### config.mk
export PLATFORM = sky130hd
export DESIGN_NAME = srt_timer
export DESIGN_NICKNAME = d
export VERILOG_FILES = /design/src/srt_pkg.sv /design/src/srt_timer.sv
export SDC_FILE = /design/constraint.sdc
export NUM_CORES = 1
export LEC_CHECK = 0
export BUFFER_PORTS_ARGS = -buffer_cell sky130_fd_sc_hd__buf_2
export CAP_MARGIN = 5
export CORE_MARGIN = 1.5
export CORE_UTILIZATION = 35
export CTS_BUF_LIST = sky130_fd_sc_hd__clkbuf_16
export DETAILED_ROUTE_END_ITERATION = 16
export SYNTH_ARGS = -nofsm -noshare
export SYNTH_HDL_FRONTEND = slang
export SYNTH_SLANG_ARGS = --single-unit
### constraint.sdc
create_clock -name clk_sys -period 2.6 [get_ports clk_sys]
set_clock_uncertainty 0.1 [all_clocks]
set_input_delay 0.52 -clock clk_sys [delete_from_list [all_inputs] [get_ports clk_sys]]
set_output_delay 0.52 -clock clk_sys [all_outputs]
set_load 0.02 [all_outputs]
### src/srt_pkg.sv
// Constants shared by the split reload timer with oscillator capture.
// Assumes a single system clock domain; the oscillator input is retimed inside the timer.
package srt_pkg;
  localparam logic [7:0]  SRT_BYTE_MAX    = 8'hFF;           // Last count of an 8-bit half
  localparam logic [7:0]  SRT_BYTE_ZERO   = 8'h00;           // Reset value of every byte
  localparam logic [7:0]  SRT_BYTE_STEP   = 8'h01;           // Increment of an 8-bit half
  localparam logic [15:0] SRT_WORD_MAX    = 16'hFFFF;        // Last count of the 16-bit timer
  localparam logic [15:0] SRT_WORD_ZERO   = 16'h0000;        // Wrap value in capture mode
  localparam logic [15:0] SRT_WORD_STEP   = 16'h0001;        // Increment of the 16-bit timer
  localparam int          SRT_SYS_DIV     = 12;              // System clock prescale ratio
  localparam logic [3:0]  SRT_PSC_ZERO    = 4'h0;            // Prescaler start value
  localparam logic [3:0]  SRT_PSC_STEP    = 4'h1;            // Prescaler increment
  localparam logic [3:0]  SRT_PSC_LAST    = 4'(SRT_SYS_DIV - 1); // Prescaler terminal count
  localparam logic        SRT_FLAG_RESET  = 1'b0;            // Reset value of both flags
endpackage : srt_pkg

### src/srt_timer.sv
// Split reload timer: one 16-bit or two 8-bit auto-reload timers plus external oscillator capture.
// Assumes all control ports and write strobes are synchronous to clk_sys; the oscillator
// divided by 8 arrives asynchronously and is retimed here before any use.
`timescale 1ns/1ps

module srt_timer
  import srt_pkg::*;
(
  input  wire logic       clk_sys,                // System clock, 10 MHz
  input  wire logic       sys_rst,                // Synchronous reset, active high
  input  wire logic       ext_osc_div8,           // External oscillator divided by 8, asynchronous
  input  wire logic       split_mode_select,      // Two 8-bit timers when high
  input  wire logic       run_control,            // Run bit
  input  wire logic       low_byte_irq_enable,    // Low byte interrupt enable
  input  wire logic       capture_enable,         // Oscillator capture mode
  input  wire logic       external_clock_select,  // Oscillator/8 instead of system/12
  input  wire logic       high_half_clock_select, // High half runs on system clock
  input  wire logic       low_half_clock_select,  // Low half runs on system clock
  input  wire logic       timer_irq_enable,       // Timer interrupt enable
  input  wire logic [7:0] wr_data,                // Write data for the byte strobes
  input  wire logic       count_low_wr,           // Write strobe, count low byte
  input  wire logic       count_high_wr,          // Write strobe, count high byte
  input  wire logic       reload_low_wr,          // Write strobe, reload low byte
  input  wire logic       reload_high_wr,         // Write strobe, reload high byte
  input  wire logic       high_flag_clear,        // Clear pulse for the high flag
  input  wire logic       low_flag_clear,         // Clear pulse for the low flag
  output logic      [7:0] count_low_byte,         // Count low byte
  output logic      [7:0] count_high_byte,        // Count high byte
  output logic      [7:0] reload_low_byte,        // Reload or capture low byte
  output logic      [7:0] reload_high_byte,       // Reload or capture high byte
  output logic            high_overflow_flag,     // Sticky high overflow flag
  output logic            low_overflow_flag,      // Sticky low overflow flag
  output logic            timer_irq               // Interrupt request level
);

  logic [3:0]  psc_reg;
  logic        div12_tick;
  logic        osc_sync1_reg;
  logic        osc_sync2_reg;
  logic        osc_last_reg;
  logic        osc_rise;
  logic        osc_fall;
  logic        tick_lo;
  logic        tick_hi;
  logic        tick_16;
  logic [7:0]  cnt_lo_reg;
  logic [7:0]  cnt_hi_reg;
  logic [7:0]  cnt_lo_next;
  logic [7:0]  cnt_hi_next;
  logic [7:0]  rld_lo_reg;
  logic [7:0]  rld_hi_reg;
  logic [15:0] count_full;
  logic [15:0] reload_full;
  logic [15:0] sum_full;
  logic        lo_wrap;
  logic        hi_wrap;
  logic        capture_evt;
  logic        hf_reg;
  logic        lf_reg;
  logic        sw_idle;

  // Clock pick of one half: system clock, else the external select chooses the slow source
  function automatic logic clk_pick(input logic sys_sel, input logic ext_sel,
                                    input logic t_div12, input logic t_osc);
    clk_pick = sys_sel ? 1'b1 : (ext_sel ? t_osc : t_div12);
  endfunction : clk_pick

  // Free-running prescaler for the divide-by-12 tick
  always_ff @(posedge clk_sys) begin
    if (sys_rst) begin
      psc_reg <= SRT_PSC_ZERO;
    end else if (psc_reg == SRT_PSC_LAST) begin
      psc_reg <= SRT_PSC_ZERO;
    end else begin
      psc_reg <= psc_reg + SRT_PSC_STEP;
    end
  end

  assign div12_tick = (psc_reg == SRT_PSC_LAST);

  // Two-flop retiming; the edge detector looks only at the second stage
  always_ff @(posedge clk_sys) begin
    if (sys_rst) begin
      osc_sync1_reg <= 1'b0;
      osc_sync2_reg <= 1'b0;
      osc_last_reg  <= 1'b0;
    end else begin
      osc_sync1_reg <= ext_osc_div8;
      osc_sync2_reg <= osc_sync1_reg;
      osc_last_reg  <= osc_sync2_reg;
    end
  end

  assign osc_rise    = osc_sync2_reg & ~osc_last_reg;
  assign osc_fall    = ~osc_sync2_reg & osc_last_reg;
  assign capture_evt = capture_enable & osc_fall;

  assign tick_lo = clk_pick(low_half_clock_select, external_clock_select, div12_tick, osc_rise);
  assign tick_hi = clk_pick(high_half_clock_select, external_clock_select, div12_tick, osc_rise);
  // Capture mode cannot count the clock it measures, so in capture mode the 16-bit count runs on system clock or system/12, never the oscillator
  assign tick_16 = capture_enable ? (low_half_clock_select | div12_tick) : tick_lo;

  assign count_full  = {cnt_hi_reg, cnt_lo_reg};
  assign reload_full = {rld_hi_reg, rld_lo_reg};
  assign sum_full    = count_full + SRT_WORD_STEP;
  assign sw_idle     = ~(count_low_wr | count_high_wr);

  always_comb begin
    cnt_lo_next = cnt_lo_reg;
    cnt_hi_next = cnt_hi_reg;
    lo_wrap     = 1'b0;
    hi_wrap     = 1'b0;
    if (split_mode_select) begin
      if (tick_lo) begin
        if (cnt_lo_reg == SRT_BYTE_MAX) begin
          lo_wrap     = 1'b1;
          cnt_lo_next = rld_lo_reg;
        end else begin
          cnt_lo_next = cnt_lo_reg + SRT_BYTE_STEP;
        end
      end
      if (run_control && tick_hi) begin
        if (cnt_hi_reg == SRT_BYTE_MAX) begin
          hi_wrap     = 1'b1;
          cnt_hi_next = rld_hi_reg;
        end else begin
          cnt_hi_next = cnt_hi_reg + SRT_BYTE_STEP;
        end
      end
    end else if (run_control && tick_16) begin
      lo_wrap = (cnt_lo_reg == SRT_BYTE_MAX);
      if (count_full == SRT_WORD_MAX) begin
        // Reload bytes hold captures in capture mode, so the count wraps to zero instead
        hi_wrap = ~capture_enable;
        {cnt_hi_next, cnt_lo_next} = capture_enable ? SRT_WORD_ZERO : reload_full;
      end else begin
        {cnt_hi_next, cnt_lo_next} = sum_full;
      end
    end
    if (count_low_wr) begin
      cnt_lo_next = wr_data;
    end
    if (count_high_wr) begin
      cnt_hi_next = wr_data;
    end
  end

  always_ff @(posedge clk_sys) begin
    if (sys_rst) begin
      cnt_lo_reg <= SRT_BYTE_ZERO;
      cnt_hi_reg <= SRT_BYTE_ZERO;
    end else begin
      cnt_lo_reg <= cnt_lo_next;
      cnt_hi_reg <= cnt_hi_next;
    end
  end

  // Capture outranks a software reload write in the same cycle
  always_ff @(posedge clk_sys) begin
    if (sys_rst) begin
      rld_lo_reg <= SRT_BYTE_ZERO;
      rld_hi_reg <= SRT_BYTE_ZERO;
    end else if (capture_evt) begin
      rld_lo_reg <= cnt_lo_reg;
      rld_hi_reg <= cnt_hi_reg;
    end else begin
      if (reload_low_wr) begin
        rld_lo_reg <= wr_data;
      end
      if (reload_high_wr) begin
        rld_hi_reg <= wr_data;
      end
    end
  end

  // Flags: an event in the clearing cycle still sets the flag
  always_ff @(posedge clk_sys) begin
    if (sys_rst) begin
      hf_reg <= SRT_FLAG_RESET;
      lf_reg <= SRT_FLAG_RESET;
    end else begin
      if (hi_wrap || capture_evt) begin
        hf_reg <= 1'b1;
      end else if (high_flag_clear) begin
        hf_reg <= 1'b0;
      end
      if (lo_wrap) begin
        lf_reg <= 1'b1;
      end else if (low_flag_clear) begin
        lf_reg <= 1'b0;
      end
    end
  end

  assign count_low_byte     = cnt_lo_reg;
  assign count_high_byte    = cnt_hi_reg;
  assign reload_low_byte    = rld_lo_reg;
  assign reload_high_byte   = rld_hi_reg;
  assign high_overflow_flag = hf_reg;
  assign low_overflow_flag  = lf_reg;
  // Same equation serves both modes; the low flag only counts while its enable is set
  assign timer_irq = timer_irq_enable & (hf_reg | (low_byte_irq_enable & lf_reg));

  wrap16_reload_a: assert property (@(posedge clk_sys) disable iff (sys_rst)
    (!split_mode_select && !capture_enable && run_control && tick_16 && sw_idle
      && count_full == SRT_WORD_MAX)
    |=> (count_full == $past(reload_full)) && hf_reg)
    else $error("16-bit wrap did not reload or set the high flag");

  run_hold_a: assert property (@(posedge clk_sys) disable iff (sys_rst)
    (!split_mode_select && !run_control && sw_idle && !capture_evt)
    |=> $stable(count_full))
    else $error("16-bit count moved while stopped");

  low_free_a: assert property (@(posedge clk_sys) disable iff (sys_rst)
    (split_mode_select && !run_control && tick_lo && !count_low_wr && cnt_lo_reg != SRT_BYTE_MAX)
    |=> (cnt_lo_reg == $past(cnt_lo_reg) + SRT_BYTE_STEP)
      && ($stable(cnt_hi_reg) || $past(count_high_wr)))
    else $error("Split low half not free running");

  high_wrap_a: assert property (@(posedge clk_sys) disable iff (sys_rst)
    (split_mode_select && run_control && tick_hi && !count_high_wr && cnt_hi_reg == SRT_BYTE_MAX)
    |=> (cnt_hi_reg == $past(rld_hi_reg)) && hf_reg)
    else $error("Split high half wrap wrong");

  low_wrap_a: assert property (@(posedge clk_sys) disable iff (sys_rst)
    (split_mode_select && tick_lo && !count_low_wr && !count_high_wr && cnt_lo_reg == SRT_BYTE_MAX
      && !(run_control && tick_hi))
    |=> (cnt_lo_reg == $past(rld_lo_reg)) && lf_reg && $stable(cnt_hi_reg))
    else $error("Split low half wrap wrong");

  flag_sticky_a: assert property (@(posedge clk_sys) disable iff (sys_rst)
    (hf_reg && !high_flag_clear) |=> hf_reg)
    else $error("High flag cleared by hardware");

  capture_copy_a: assert property (@(posedge clk_sys) disable iff (sys_rst)
    capture_evt |=> (reload_full == $past(count_full)) && hf_reg)
    else $error("Capture did not copy the count");

  capture_edge_a: assert property (@(posedge clk_sys) disable iff (sys_rst)
    (capture_enable && $fell(osc_sync2_reg)) |-> capture_evt)
    else $error("Falling edge gave no capture");

  osc_sync_a: assert property (@(posedge clk_sys) disable iff (sys_rst)
    osc_rise |-> $past(ext_osc_div8, 2) && !$past(ext_osc_div8, 3))
    else $error("Oscillator edge not retimed by two stages");

  div12_period_a: assert property (@(posedge clk_sys) disable iff (sys_rst)
    div12_tick |=> !div12_tick [*8] ##1 !div12_tick [*3] ##1 div12_tick)
    else $error("Prescaler period is not twelve");

  sys_count_a: assert property (@(posedge clk_sys) disable iff (sys_rst)
    (!split_mode_select && capture_enable && low_half_clock_select && run_control && sw_idle
      && count_full != SRT_WORD_MAX)
    |=> count_full == $past(sum_full))
    else $error("Capture mode missed a system clock count");

  irq_low_a: assert property (@(posedge clk_sys) disable iff (sys_rst)
    (lo_wrap && timer_irq_enable && low_byte_irq_enable) |=> timer_irq)
    else $error("Low wrap gave no interrupt");

  irq_high_a: assert property (@(posedge clk_sys) disable iff (sys_rst)
    (hi_wrap && timer_irq_enable) |=> timer_irq)
    else $error("High overflow gave no interrupt");

  irq_split_a: assert property (@(posedge clk_sys) disable iff (sys_rst)
    (split_mode_select && timer_irq_enable && !low_byte_irq_enable && lf_reg && !hf_reg) |-> !timer_irq)
    else $error("Low flag interrupted without its enable");

  flag_low_sticky_a: assert property (@(posedge clk_sys) disable iff (sys_rst)
    (lf_reg && !low_flag_clear) |=> lf_reg)
    else $error("Low flag cleared by hardware");

  flag_clear_a: assert property (@(posedge clk_sys) disable iff (sys_rst)
    (high_flag_clear && !hi_wrap && !capture_evt) |=> !hf_reg)
    else $error("High flag ignored its clear");

  split_low_flag_a: assert property (@(posedge clk_sys) disable iff (sys_rst)
    (split_mode_select && lo_wrap) |=> lf_reg)
    else $error("Split low wrap left its flag clear");

  high_run_gate_a: assert property (@(posedge clk_sys) disable iff (sys_rst)
    (split_mode_select && !run_control && !count_high_wr) |=> $stable(cnt_hi_reg))
    else $error("Split high half moved while stopped");

  count_low_write_a: assert property (@(posedge clk_sys) disable iff (sys_rst)
    count_low_wr |=> (cnt_lo_reg == $past(wr_data)))
    else $error("Count low write lost");

  count_high_write_a: assert property (@(posedge clk_sys) disable iff (sys_rst)
    count_high_wr |=> (cnt_hi_reg == $past(wr_data)))
    else $error("Count high write lost");

  reload_write_a: assert property (@(posedge clk_sys) disable iff (sys_rst)
    (reload_low_wr && !capture_evt) |=> (rld_lo_reg == $past(wr_data)))
    else $error("Reload low write lost");

  div12_gate_a: assert property (@(posedge clk_sys) disable iff (sys_rst)
    (!split_mode_select && !capture_enable && !low_half_clock_select && !external_clock_select
      && sw_idle && !div12_tick) |=> $stable(count_full))
    else $error("Count moved between prescaler ticks");

  osc_gate_a: assert property (@(posedge clk_sys) disable iff (sys_rst)
    (!split_mode_select && !capture_enable && !low_half_clock_select && external_clock_select
      && sw_idle && !osc_rise) |=> $stable(count_full))
    else $error("Count moved without an oscillator edge");

  capture_wrap_a: assert property (@(posedge clk_sys) disable iff (sys_rst)
    (!split_mode_select && capture_enable && run_control && tick_16 && sw_idle
      && count_full == SRT_WORD_MAX) |=> (count_full == SRT_WORD_ZERO))
    else $error("Capture mode count did not wrap to zero");

  mode16_step_a: assert property (@(posedge clk_sys) disable iff (sys_rst)
    (!split_mode_select && run_control && tick_16 && sw_idle && count_full != SRT_WORD_MAX)
    |=> (count_full == $past(sum_full)))
    else $error("16-bit count did not step by one");

  irq_mask_a: assert property (@(posedge clk_sys) disable iff (sys_rst)
    !timer_irq_enable |-> !timer_irq)
    else $error("Interrupt raised while disabled");

endmodule : srt_timer

==> results.txt, run 1 <==
- The flow ran to the end, and the final reports show no timing, DRC or antenna violations.
* Final clock period utilization by the worst path: 86.4%
- Gate count after technology mapping: 293
- Placement Rows: 29
- Counting flops with a built-in enable in the synthesized netlist gives 0.
- STA puts the critical path data arrival time at 2.37 ns.
- Core Footprint: 0.00649 mm²
* Startpoint of the worst-slack reg-to-reg timing path: psc_reg[0]
- Clk slew on worst S/H paths: 0.06 ns
- DIE HEIGHT: 85.7 µm
* Fin Setup TNS: 0 ns
- The root buffer cell chosen for the clock tree is sky130_fd_sc_hd__clkbuf_16.
* Count of different cell masters after synthesis: 54
* Unrepaired setup endpoints after global routing: no
- Via count of the routed design: 2416
- For the finished layout, the period the worst path requires is 2.25 ns.
- Proportion of register bits with asynchronous set or reset after synthesis: 0%
- Counting every sink on the clock net gives 41.
- Peak clock frequency supported by timing: 445 MHz
- During synthesis, Yosys emitted a total of 0 warnings.
- Number of detailed-route iterations in the first pass: 4
- Post-Route WL: 7.14 mm
* Number of buffers and inverters on the critical path: 0
- Across every metal layer, demand over resource in global routing totals 19.6%.
- For this design the ratio of total power to cell area is 562 mW/mm².
- Synthesized flop and latch total: 41
- Sequential elements use 34.3% of the synthesized area.
- Kind of start point of the critical path: flop
* GPL Wtd Cong: 0.865
- Fraction of layout cells with a size suffix above 1: 23.1%
- Final Hold Vio Count: 0
- Placed instance area: 0.00276 mm²
* Clock group share of total power: 37.4%
* HP Class: flop to flop
- Most used cells in the layout excluding fill and tap cells: sky130_fd_sc_hd__buf_2 (59), sky130_fd_sc_hd__dfxtp_1 (41), sky130_fd_sc_hd__nor2_1 (32)
- The via count of the first global-routing pass came to 2139.
- DRT antenna net count: 0
- Half-perimeter wire length after detailed placement: 5.07 mm
- After the first detailed-routing iteration, the DRC count stood at 186.
* Critical Path Most Common Cell: sky130_fd_sc_hd__a21oi_1
- STA classifies the critical path endpoint as a flop.
* Max cap viols: 0
* TritonCTS clock tree: built
- Counting every net in the synthesized netlist gives 321.
- Sequential cells account for 44.3% of the total power.
* CTS Hold Bufs: 0
- Number of remaining DRC errors: 0
- The die is 85.7 µm wide.
- Number of fillers in the final layout: 654
* Area growth from synthesis to layout: 20.8%
- Once the floorplan was initialized, standard cells occupied 36.9% of the core.
- In this run the most critical hold path is launched from osc_sync1_reg.
* Number of clock buffers inserted by TritonCTS: 5
* Delay of the slowest critical-path stage: 0.43 ns
- Prevailing post-synth register cell: sky130_fd_sc_hd__dfxtp_1
- Initial antenna violation count: 0
- Count of pins over their slew limit: 0
- Latest clock arrival within the worst-skew pair: 0.29 ns
- VDD sags by at most 297 µV.
- After routing the design area is 0.00289 mm².
* Max-slew headroom at the worst pin: 70.4%
- In the final routed layout, each cell accounts on average for 16.9 µm.
- Antenna diode instance count: 0
- Transition time at the pin with the least slew margin: 0.442 ns
- Netlist Area Pre-Place: 0.00239 mm²
- Total of buffers placed on input and output ports: 59
- Tracing the worst setup path back leads to its startpoint at psc_reg[0].
- Combinational logic is responsible for 18.3% of the overall power.
- Required time of the critical path: 2.72 ns
* Placed Cells incl. Taps: 415
- The library cell used most frequently in the layout, excluding fill and tap cells, is sky130_fd_sc_hd__buf_2.
- Number of endpoints failing setup at the final stage: 0
* First-pass GRT wire length: 11.2 mm
- In the routed layout, each cell is associated on average with a via count of 5.71.
- The number of gates resized after CTS was 0.
- Static leakage: 1.26 nW
* Synthesized area per cell: 8.17 µm²
- Among cell families on the critical path, the largest total delay comes from compound AO/OA/AOI/OAI gates.
- The worst setup path is of the flop to flop kind.
- Sw frac: 29.9%
* Clock H-tree levels: 2
- For this design the total switching power over the nets is 486 µW.
* Boundary pin count: 60
- In this run the post-CTS setup repair buffer count came out at 0.
- Cell internal power was estimated by the tool at 1.14 mW.
- Total gr overflow: 0
- Slowest-stage cell, CP: sky130_fd_sc_hd__nor4bb_1
* Cell chain of the critical path: ha_1 -> nor4bb_1 -> or2_1 -> o32a_2 -> a21oi_1 -> a211o_1 -> a21oi_1
* Biggest fanout along the worst timing path: 17
- Maximum number of pins on one net before global-route repair: 34
- The clock passes through at most 2 buffers.
* Area enclosed by the die boundary: 0.00735 mm²
- At the end of the flow, the number of nets in the layout was 373.
- Fin cells: 423
==> final timing paths <==
kind | endpoint | depth (start not counted) | slack, ns
setup / recovery | count_low_byte[2] | 7 | 0.35
hold / removal | osc_sync2_reg | 1 | 0.34
setup reg to reg | count_low_byte[2] | 7 | 0.35
hold reg to reg | osc_sync2_reg | 1 | 0.34
==> per-layer routing <==
metal | track usage, % | vias up | wire, µm
li1 | - | 1189 | -
met1 | 29.0 | 1133 | 3550
met2 | 28.6 | 89 | 3100
met3 | 5.00 | 5 | 442
met4 | 4.11 | 0 | 55
met5 | 0 | - | 0
==> cells by family after synthesis <==
logic type / synth area share [%]
XOR/XNOR: 3.66
adder cells (fa/ha/maj): 1.57
multiplexers: 7.58
AND/OR/NAND/NOR: 24.2
AO/OA/AOI/OAI: 24.9
flip-flops: 34.3
buffers and inverters: 3.81
==> through the flow <==
step	hold slack (ns)	worst slack (ns)	power [mW]	util, %
after floorplan	0.314	0.511	0.921	-
after global placement	0.324	0.383	1.03	42.4
after detailed placement	0.323	0.344	1.03	42.4
after CTS	0.337	0.359	1.63	44.6
after global routing	0.346	0.217	1.70	44.6
final	0.336	0.354	1.63	44.6
==> layout make-up <==
class	count	area, µm²	area share (%)
clock buffers	5	125	4.32
clock inverters	3	13.8	0.476
inverters	2	7.51	0.259
multi-input cells	229	1480	51.2
flip-flops and latches	41	821	28.4
well taps	77	96.3	3.33
repair buffers	66	348	12.0
==> power groups by stage <==
stage / combinational (mW) / sequential (mW) / clock (mW)
6_report: 0.297 / 0.721 / 0.607
5_1_grt: 0.324 / 0.728 / 0.643
4_1_cts: 0.298 / 0.721 / 0.611
3_5_place_dp: 0.296 / 0.734 / 0
3_3_place_gp: 0.292 / 0.733 / 0
2_1_floorplan: 0.155 / 0.766 / 0
==> synth_stat cells (4+ instances only) <==
| library cell | instances | area, µm² |
|---|---|---|
| sky130_fd_sc_hd__a211oi_1 | 20 | 150 |
| sky130_fd_sc_hd__a21oi_1 | 17 | 85.1 |
| sky130_fd_sc_hd__and3_1 | 4 | 25.0 |
| sky130_fd_sc_hd__clkbuf_1 | 17 | 63.8 |
| sky130_fd_sc_hd__dfxtp_1 | 41 | 821 |
| sky130_fd_sc_hd__mux2i_1 | 17 | 170 |
| sky130_fd_sc_hd__nand2_1 | 29 | 109 |
| sky130_fd_sc_hd__nand2b_1 | 8 | 50.1 |
| sky130_fd_sc_hd__nand3_1 | 10 | 50.1 |
| sky130_fd_sc_hd__nand4_1 | 5 | 31.3 |
| sky130_fd_sc_hd__nor2_1 | 32 | 120 |
| sky130_fd_sc_hd__nor2b_1 | 5 | 31.3 |
| sky130_fd_sc_hd__nor3_1 | 4 | 20.0 |
| sky130_fd_sc_hd__nor3b_1 | 4 | 30.0 |
| sky130_fd_sc_hd__o21ai_0 | 5 | 25.0 |
| sky130_fd_sc_hd__o31ai_1 | 5 | 37.5 |
| sky130_fd_sc_hd__o32ai_1 | 6 | 52.6 |
| sky130_fd_sc_hd__xor2_1 | 7 | 61.3 |
Note: power is estimated with default switching activity, not from simulation.
==> run 2, diff against run 1 <==
--- a/config.mk
+++ b/config.mk
@@ -5,12 +5,14 @@
 export SDC_FILE = /design/constraint.sdc
 export NUM_CORES = 1
 export LEC_CHECK = 0
+export ABC_AREA = 1
 export BUFFER_PORTS_ARGS = -buffer_cell sky130_fd_sc_hd__buf_2
 export CAP_MARGIN = 5
 export CORE_MARGIN = 1.5
 export CORE_UTILIZATION = 35
 export CTS_BUF_LIST = sky130_fd_sc_hd__clkbuf_16
 export DETAILED_ROUTE_END_ITERATION = 16
+export GPL_ROUTABILITY_DRIVEN = 0
 export SYNTH_ARGS = -nofsm -noshare
 export SYNTH_HDL_FRONTEND = slang
 export SYNTH_SLANG_ARGS = --single-unit
==> run 2 against run 1 <==
Compared with the run above:
- die area grew 10%
- fmax increased by 14%
- first-iteration DRC count rose by 68%
- worst setup slack improved by 0.28 ns
- register-to-register slack improved by 0.28 ns
- area after synthesis up 11%
- wire length rose by 16%
- largest cell class unchanged
==> results.txt, run 2 <==
- Walking the worst path, the cells encountered are ha_1 -> nand2_2 -> inv_1 -> nand2_1 -> nor2_1 -> o21ai_1 -> o211ai_1 -> nand2_1 -> nor2_1 -> nor2_1.
- Maximum number of pins on one net before global-route repair: 23
* Result of the run: completed
- Post-cts sizing count: 0
- In the synthesized netlist the dominant register cell turns out to be sky130_fd_sc_hd__dfxtp_1.
- In this run the standard cell core region covers 0.00729 mm².
- DRT antenna net count: 0
- For this run, the slowest stage of the critical path takes 0.45 ns.
- The final layout contains 533 nets.
- Arrival time at the worst endpoint: 2.05 ns
- The initial utilization of the core area, before any placement, comes to 36.4%.
* Antenna diode instance count: 0
- Commonest non-fill, non-tap cell in the layout: sky130_fd_sc_hd__nand2_1
* Clk slew on worst S/H paths: 0.06 ns
- Area enclosed by the die boundary: 0.00811 mm²
* Post-Route WL: 8.31 mm
* Total design power: 1.78 mW
- At the end of the flow the core is filled with cells to 43.9%.
* Ranking of synthesized cells by instance count: sky130_fd_sc_hd__nand2_1 (122), sky130_fd_sc_hd__inv_1 (76), sky130_fd_sc_hd__nor2_1 (71), sky130_fd_sc_hd__dfxtp_1 (41), sky130_fd_sc_hd__nand3_1 (37)
* PD cells: 556 mW/mm²
- Latest clock arrival within the worst-skew pair: 0.29 ns
* Top cell type's share of synthesized area: 30.9%
- Hold repair after CTS inserted 0 buffers.
- After detailed routing, the average wire length per cell comes to 13.7 µm.
- Area of the multi-input gates: 0.00150 mm²
* Count of pins over their slew limit: 0
- Kind of start point of the critical path: flop
- TritonCTS built the clock tree.
- For this design, the slowest cell found on the critical path is sky130_fd_sc_hd__dfxtp_1.
- Detailed placement finished with a half-perimeter wire length of 6.59 mm.
- The initial antenna violation count came to 0.
- The critical path is of the flop to flop type.
- Fraction of layout cells with a size suffix above 1: 15.6%
- The synthesized netlist contains 32 unique library cells.
- Sink Count: 41
- The cell area that synthesis handed to floorplanning was 0.00265 mm².
- Boundary pin count: 60
* Final Hold Vio Count: 0
- Static leakage: 1.76 nW
* Number of endpoints failing setup at the final stage: 0
- The number of nets handed over by synthesis was 476.
- Transition time at the pin with the least slew margin: 0.542 ns
* Synthesized flop and latch total: 41
* Critical Path Most Common Cell: sky130_fd_sc_hd__nor2_1
- The largest total area in the synthesized netlist belongs to sky130_fd_sc_hd__dfxtp_1.
- The cell sitting at the root of the clock tree is a sky130_fd_sc_hd__clkbuf_16.
- Final clock period utilization by the worst path: 75.6%
* Proportion of register bits with asynchronous set or reset after synthesis: 0%
- The number of clock buffers added by TritonCTS is 5.
- In this run, synthesis inferred 0 flip-flops with an integrated enable.
- In this run, the number of DRC markers left after iteration 0 of detailed routing was 313.
- Measured along the x axis, the die boundary spans 90.1 µm.
* Clock H-tree levels: 2
* Number of buffers and inverters on the critical path: 1
- Max-cap violations in this run came to 0.
- Area growth from synthesis to layout: 20.6%
- Post-CTS Repair Setup Buffers: 0
- Most used standard cell by instance count after synthesis: sky130_fd_sc_hd__nand2_1
* Placed instance area: 0.00304 mm²
* Number of detailed-route iterations in the first pass: 5
- Yosys printed 0 warnings.
- IR drop worst, VDD: 236 µV
* First-pass GRT wire length: 13.7 mm
- The worst path needs 1.97 ns of the cycle, external delays included.
- In this run the vertical extent of the chip is 90.1 µm.
* Critical Path Sink Type: flop
- Unrepaired setup endpoints after global routing: no
* Synthesized area per cell: 5.92 µm²
- Port buffering added 59 buffers.
- Required time of the critical path: 2.68 ns
- Placement Rows: 31
* Total global-route track usage: 21.1%
- Via count of the routed design: 3036
- Vias per Instance: 5.02
- Biggest fanout along the worst timing path: 7
- Biggest area contributors in the synthesized netlist: sky130_fd_sc_hd__dfxtp_1 (31%), sky130_fd_sc_hd__nand2_1 (17%), sky130_fd_sc_hd__inv_1 (11%)
- Number of fillers in the final layout: 830
- Peak clock frequency supported by timing: 508 MHz
- In this run the worst hold path is classified as flop to flop.
- The sequential cells in the finished layout cover a total of 821 µm².
* Non-Filler Cell Area, Final: 0.00320 mm²
- On the critical path the largest part of the delay comes from simple AND/OR/NAND/NOR gates.
- Fin Setup TNS: 0 ns
- Counting along the longest clock path gives a buffer depth of 2.
- Total gr overflow: 0
- Max-slew headroom at the worst pin: 63.9%
* Vias in the first global route: 2683
- For this run, the register share of the synthesized area comes to 30.9%.
- In the layout the commonest cells are sky130_fd_sc_hd__nand2_1 (122), sky130_fd_sc_hd__inv_1 (77), sky130_fd_sc_hd__nor2_1 (71).
* Gate count after technology mapping: 448
* Number of remaining DRC errors: 0
run 2: final timing paths:
kind                 startpoint  depth (start not counted)                end  slack, ns
max reg2reg  count_high_byte[0]                         10  count_low_byte[5]       0.63
max          count_high_byte[0]                         10  count_low_byte[5]       0.63
min               osc_sync1_reg                          2      osc_sync2_reg       0.31
min reg2reg       osc_sync1_reg                          2      osc_sync2_reg       0.31
run 2: logic make-up after synthesis:
group | Yosys count | synth area share [%]
xor gates and xnor gates | 4 | 1.32
DFF | 41 | 30.9
buffers and inverters | 87 | 12.5
AOI/OAI and AO/OA | 62 | 13.8
adders and majority gates | 3 | 1.41
and+or+nand+nor | 251 | 40.0
run 2: through the flow:
step	hold slack (ns)	std cells	setup WS [ns]
3_3_place_gp	0.291	597	0.562
5_1_grt	0.335	605	0.384
6_report	0.309	605	0.633
2_1_floorplan	0.288	448	0.814
3_5_place_dp	0.298	597	0.559
4_1_cts	0.308	605	0.665
run 2: report_power, final:
group | internal [mW] | total [mW] | switching, mW
registers | 0.673 | 0.728 | 0.0556
logic | 0.115 | 0.345 | 0.230
clock network | 0.446 | 0.705 | 0.259
run 2: worst register-to-register path: cells and delay by family (launching register included):
family	cells	cell delay [ns]
buffers and inverters	1	0.10
adder cells (fa/ha/maj)	1	0.25
AO/OA/AOI/OAI	2	0.36
AND/OR/NAND/NOR	6	0.60
flip-flops	1	0.45
run 2: area by class of cell:
class	instances	share of cell area [%]
multi-input combinational	320	46.9
clock buffer	5	3.91
sequential	41	25.6
tap	99	3.87
clock inverter	3	1.17
timing repair buffer	60	9.46
inverter	77	9.03
run 2: routing by layer:
metal  GRT usage, %  up-vias  part of all wire (%)
met5              0        -                     0
met4           8.20        0                   2.9
met3           3.98       20                   7.7
met2           31.7      142                    43
met1           29.8     1345                    46
li1               -     1529                     -
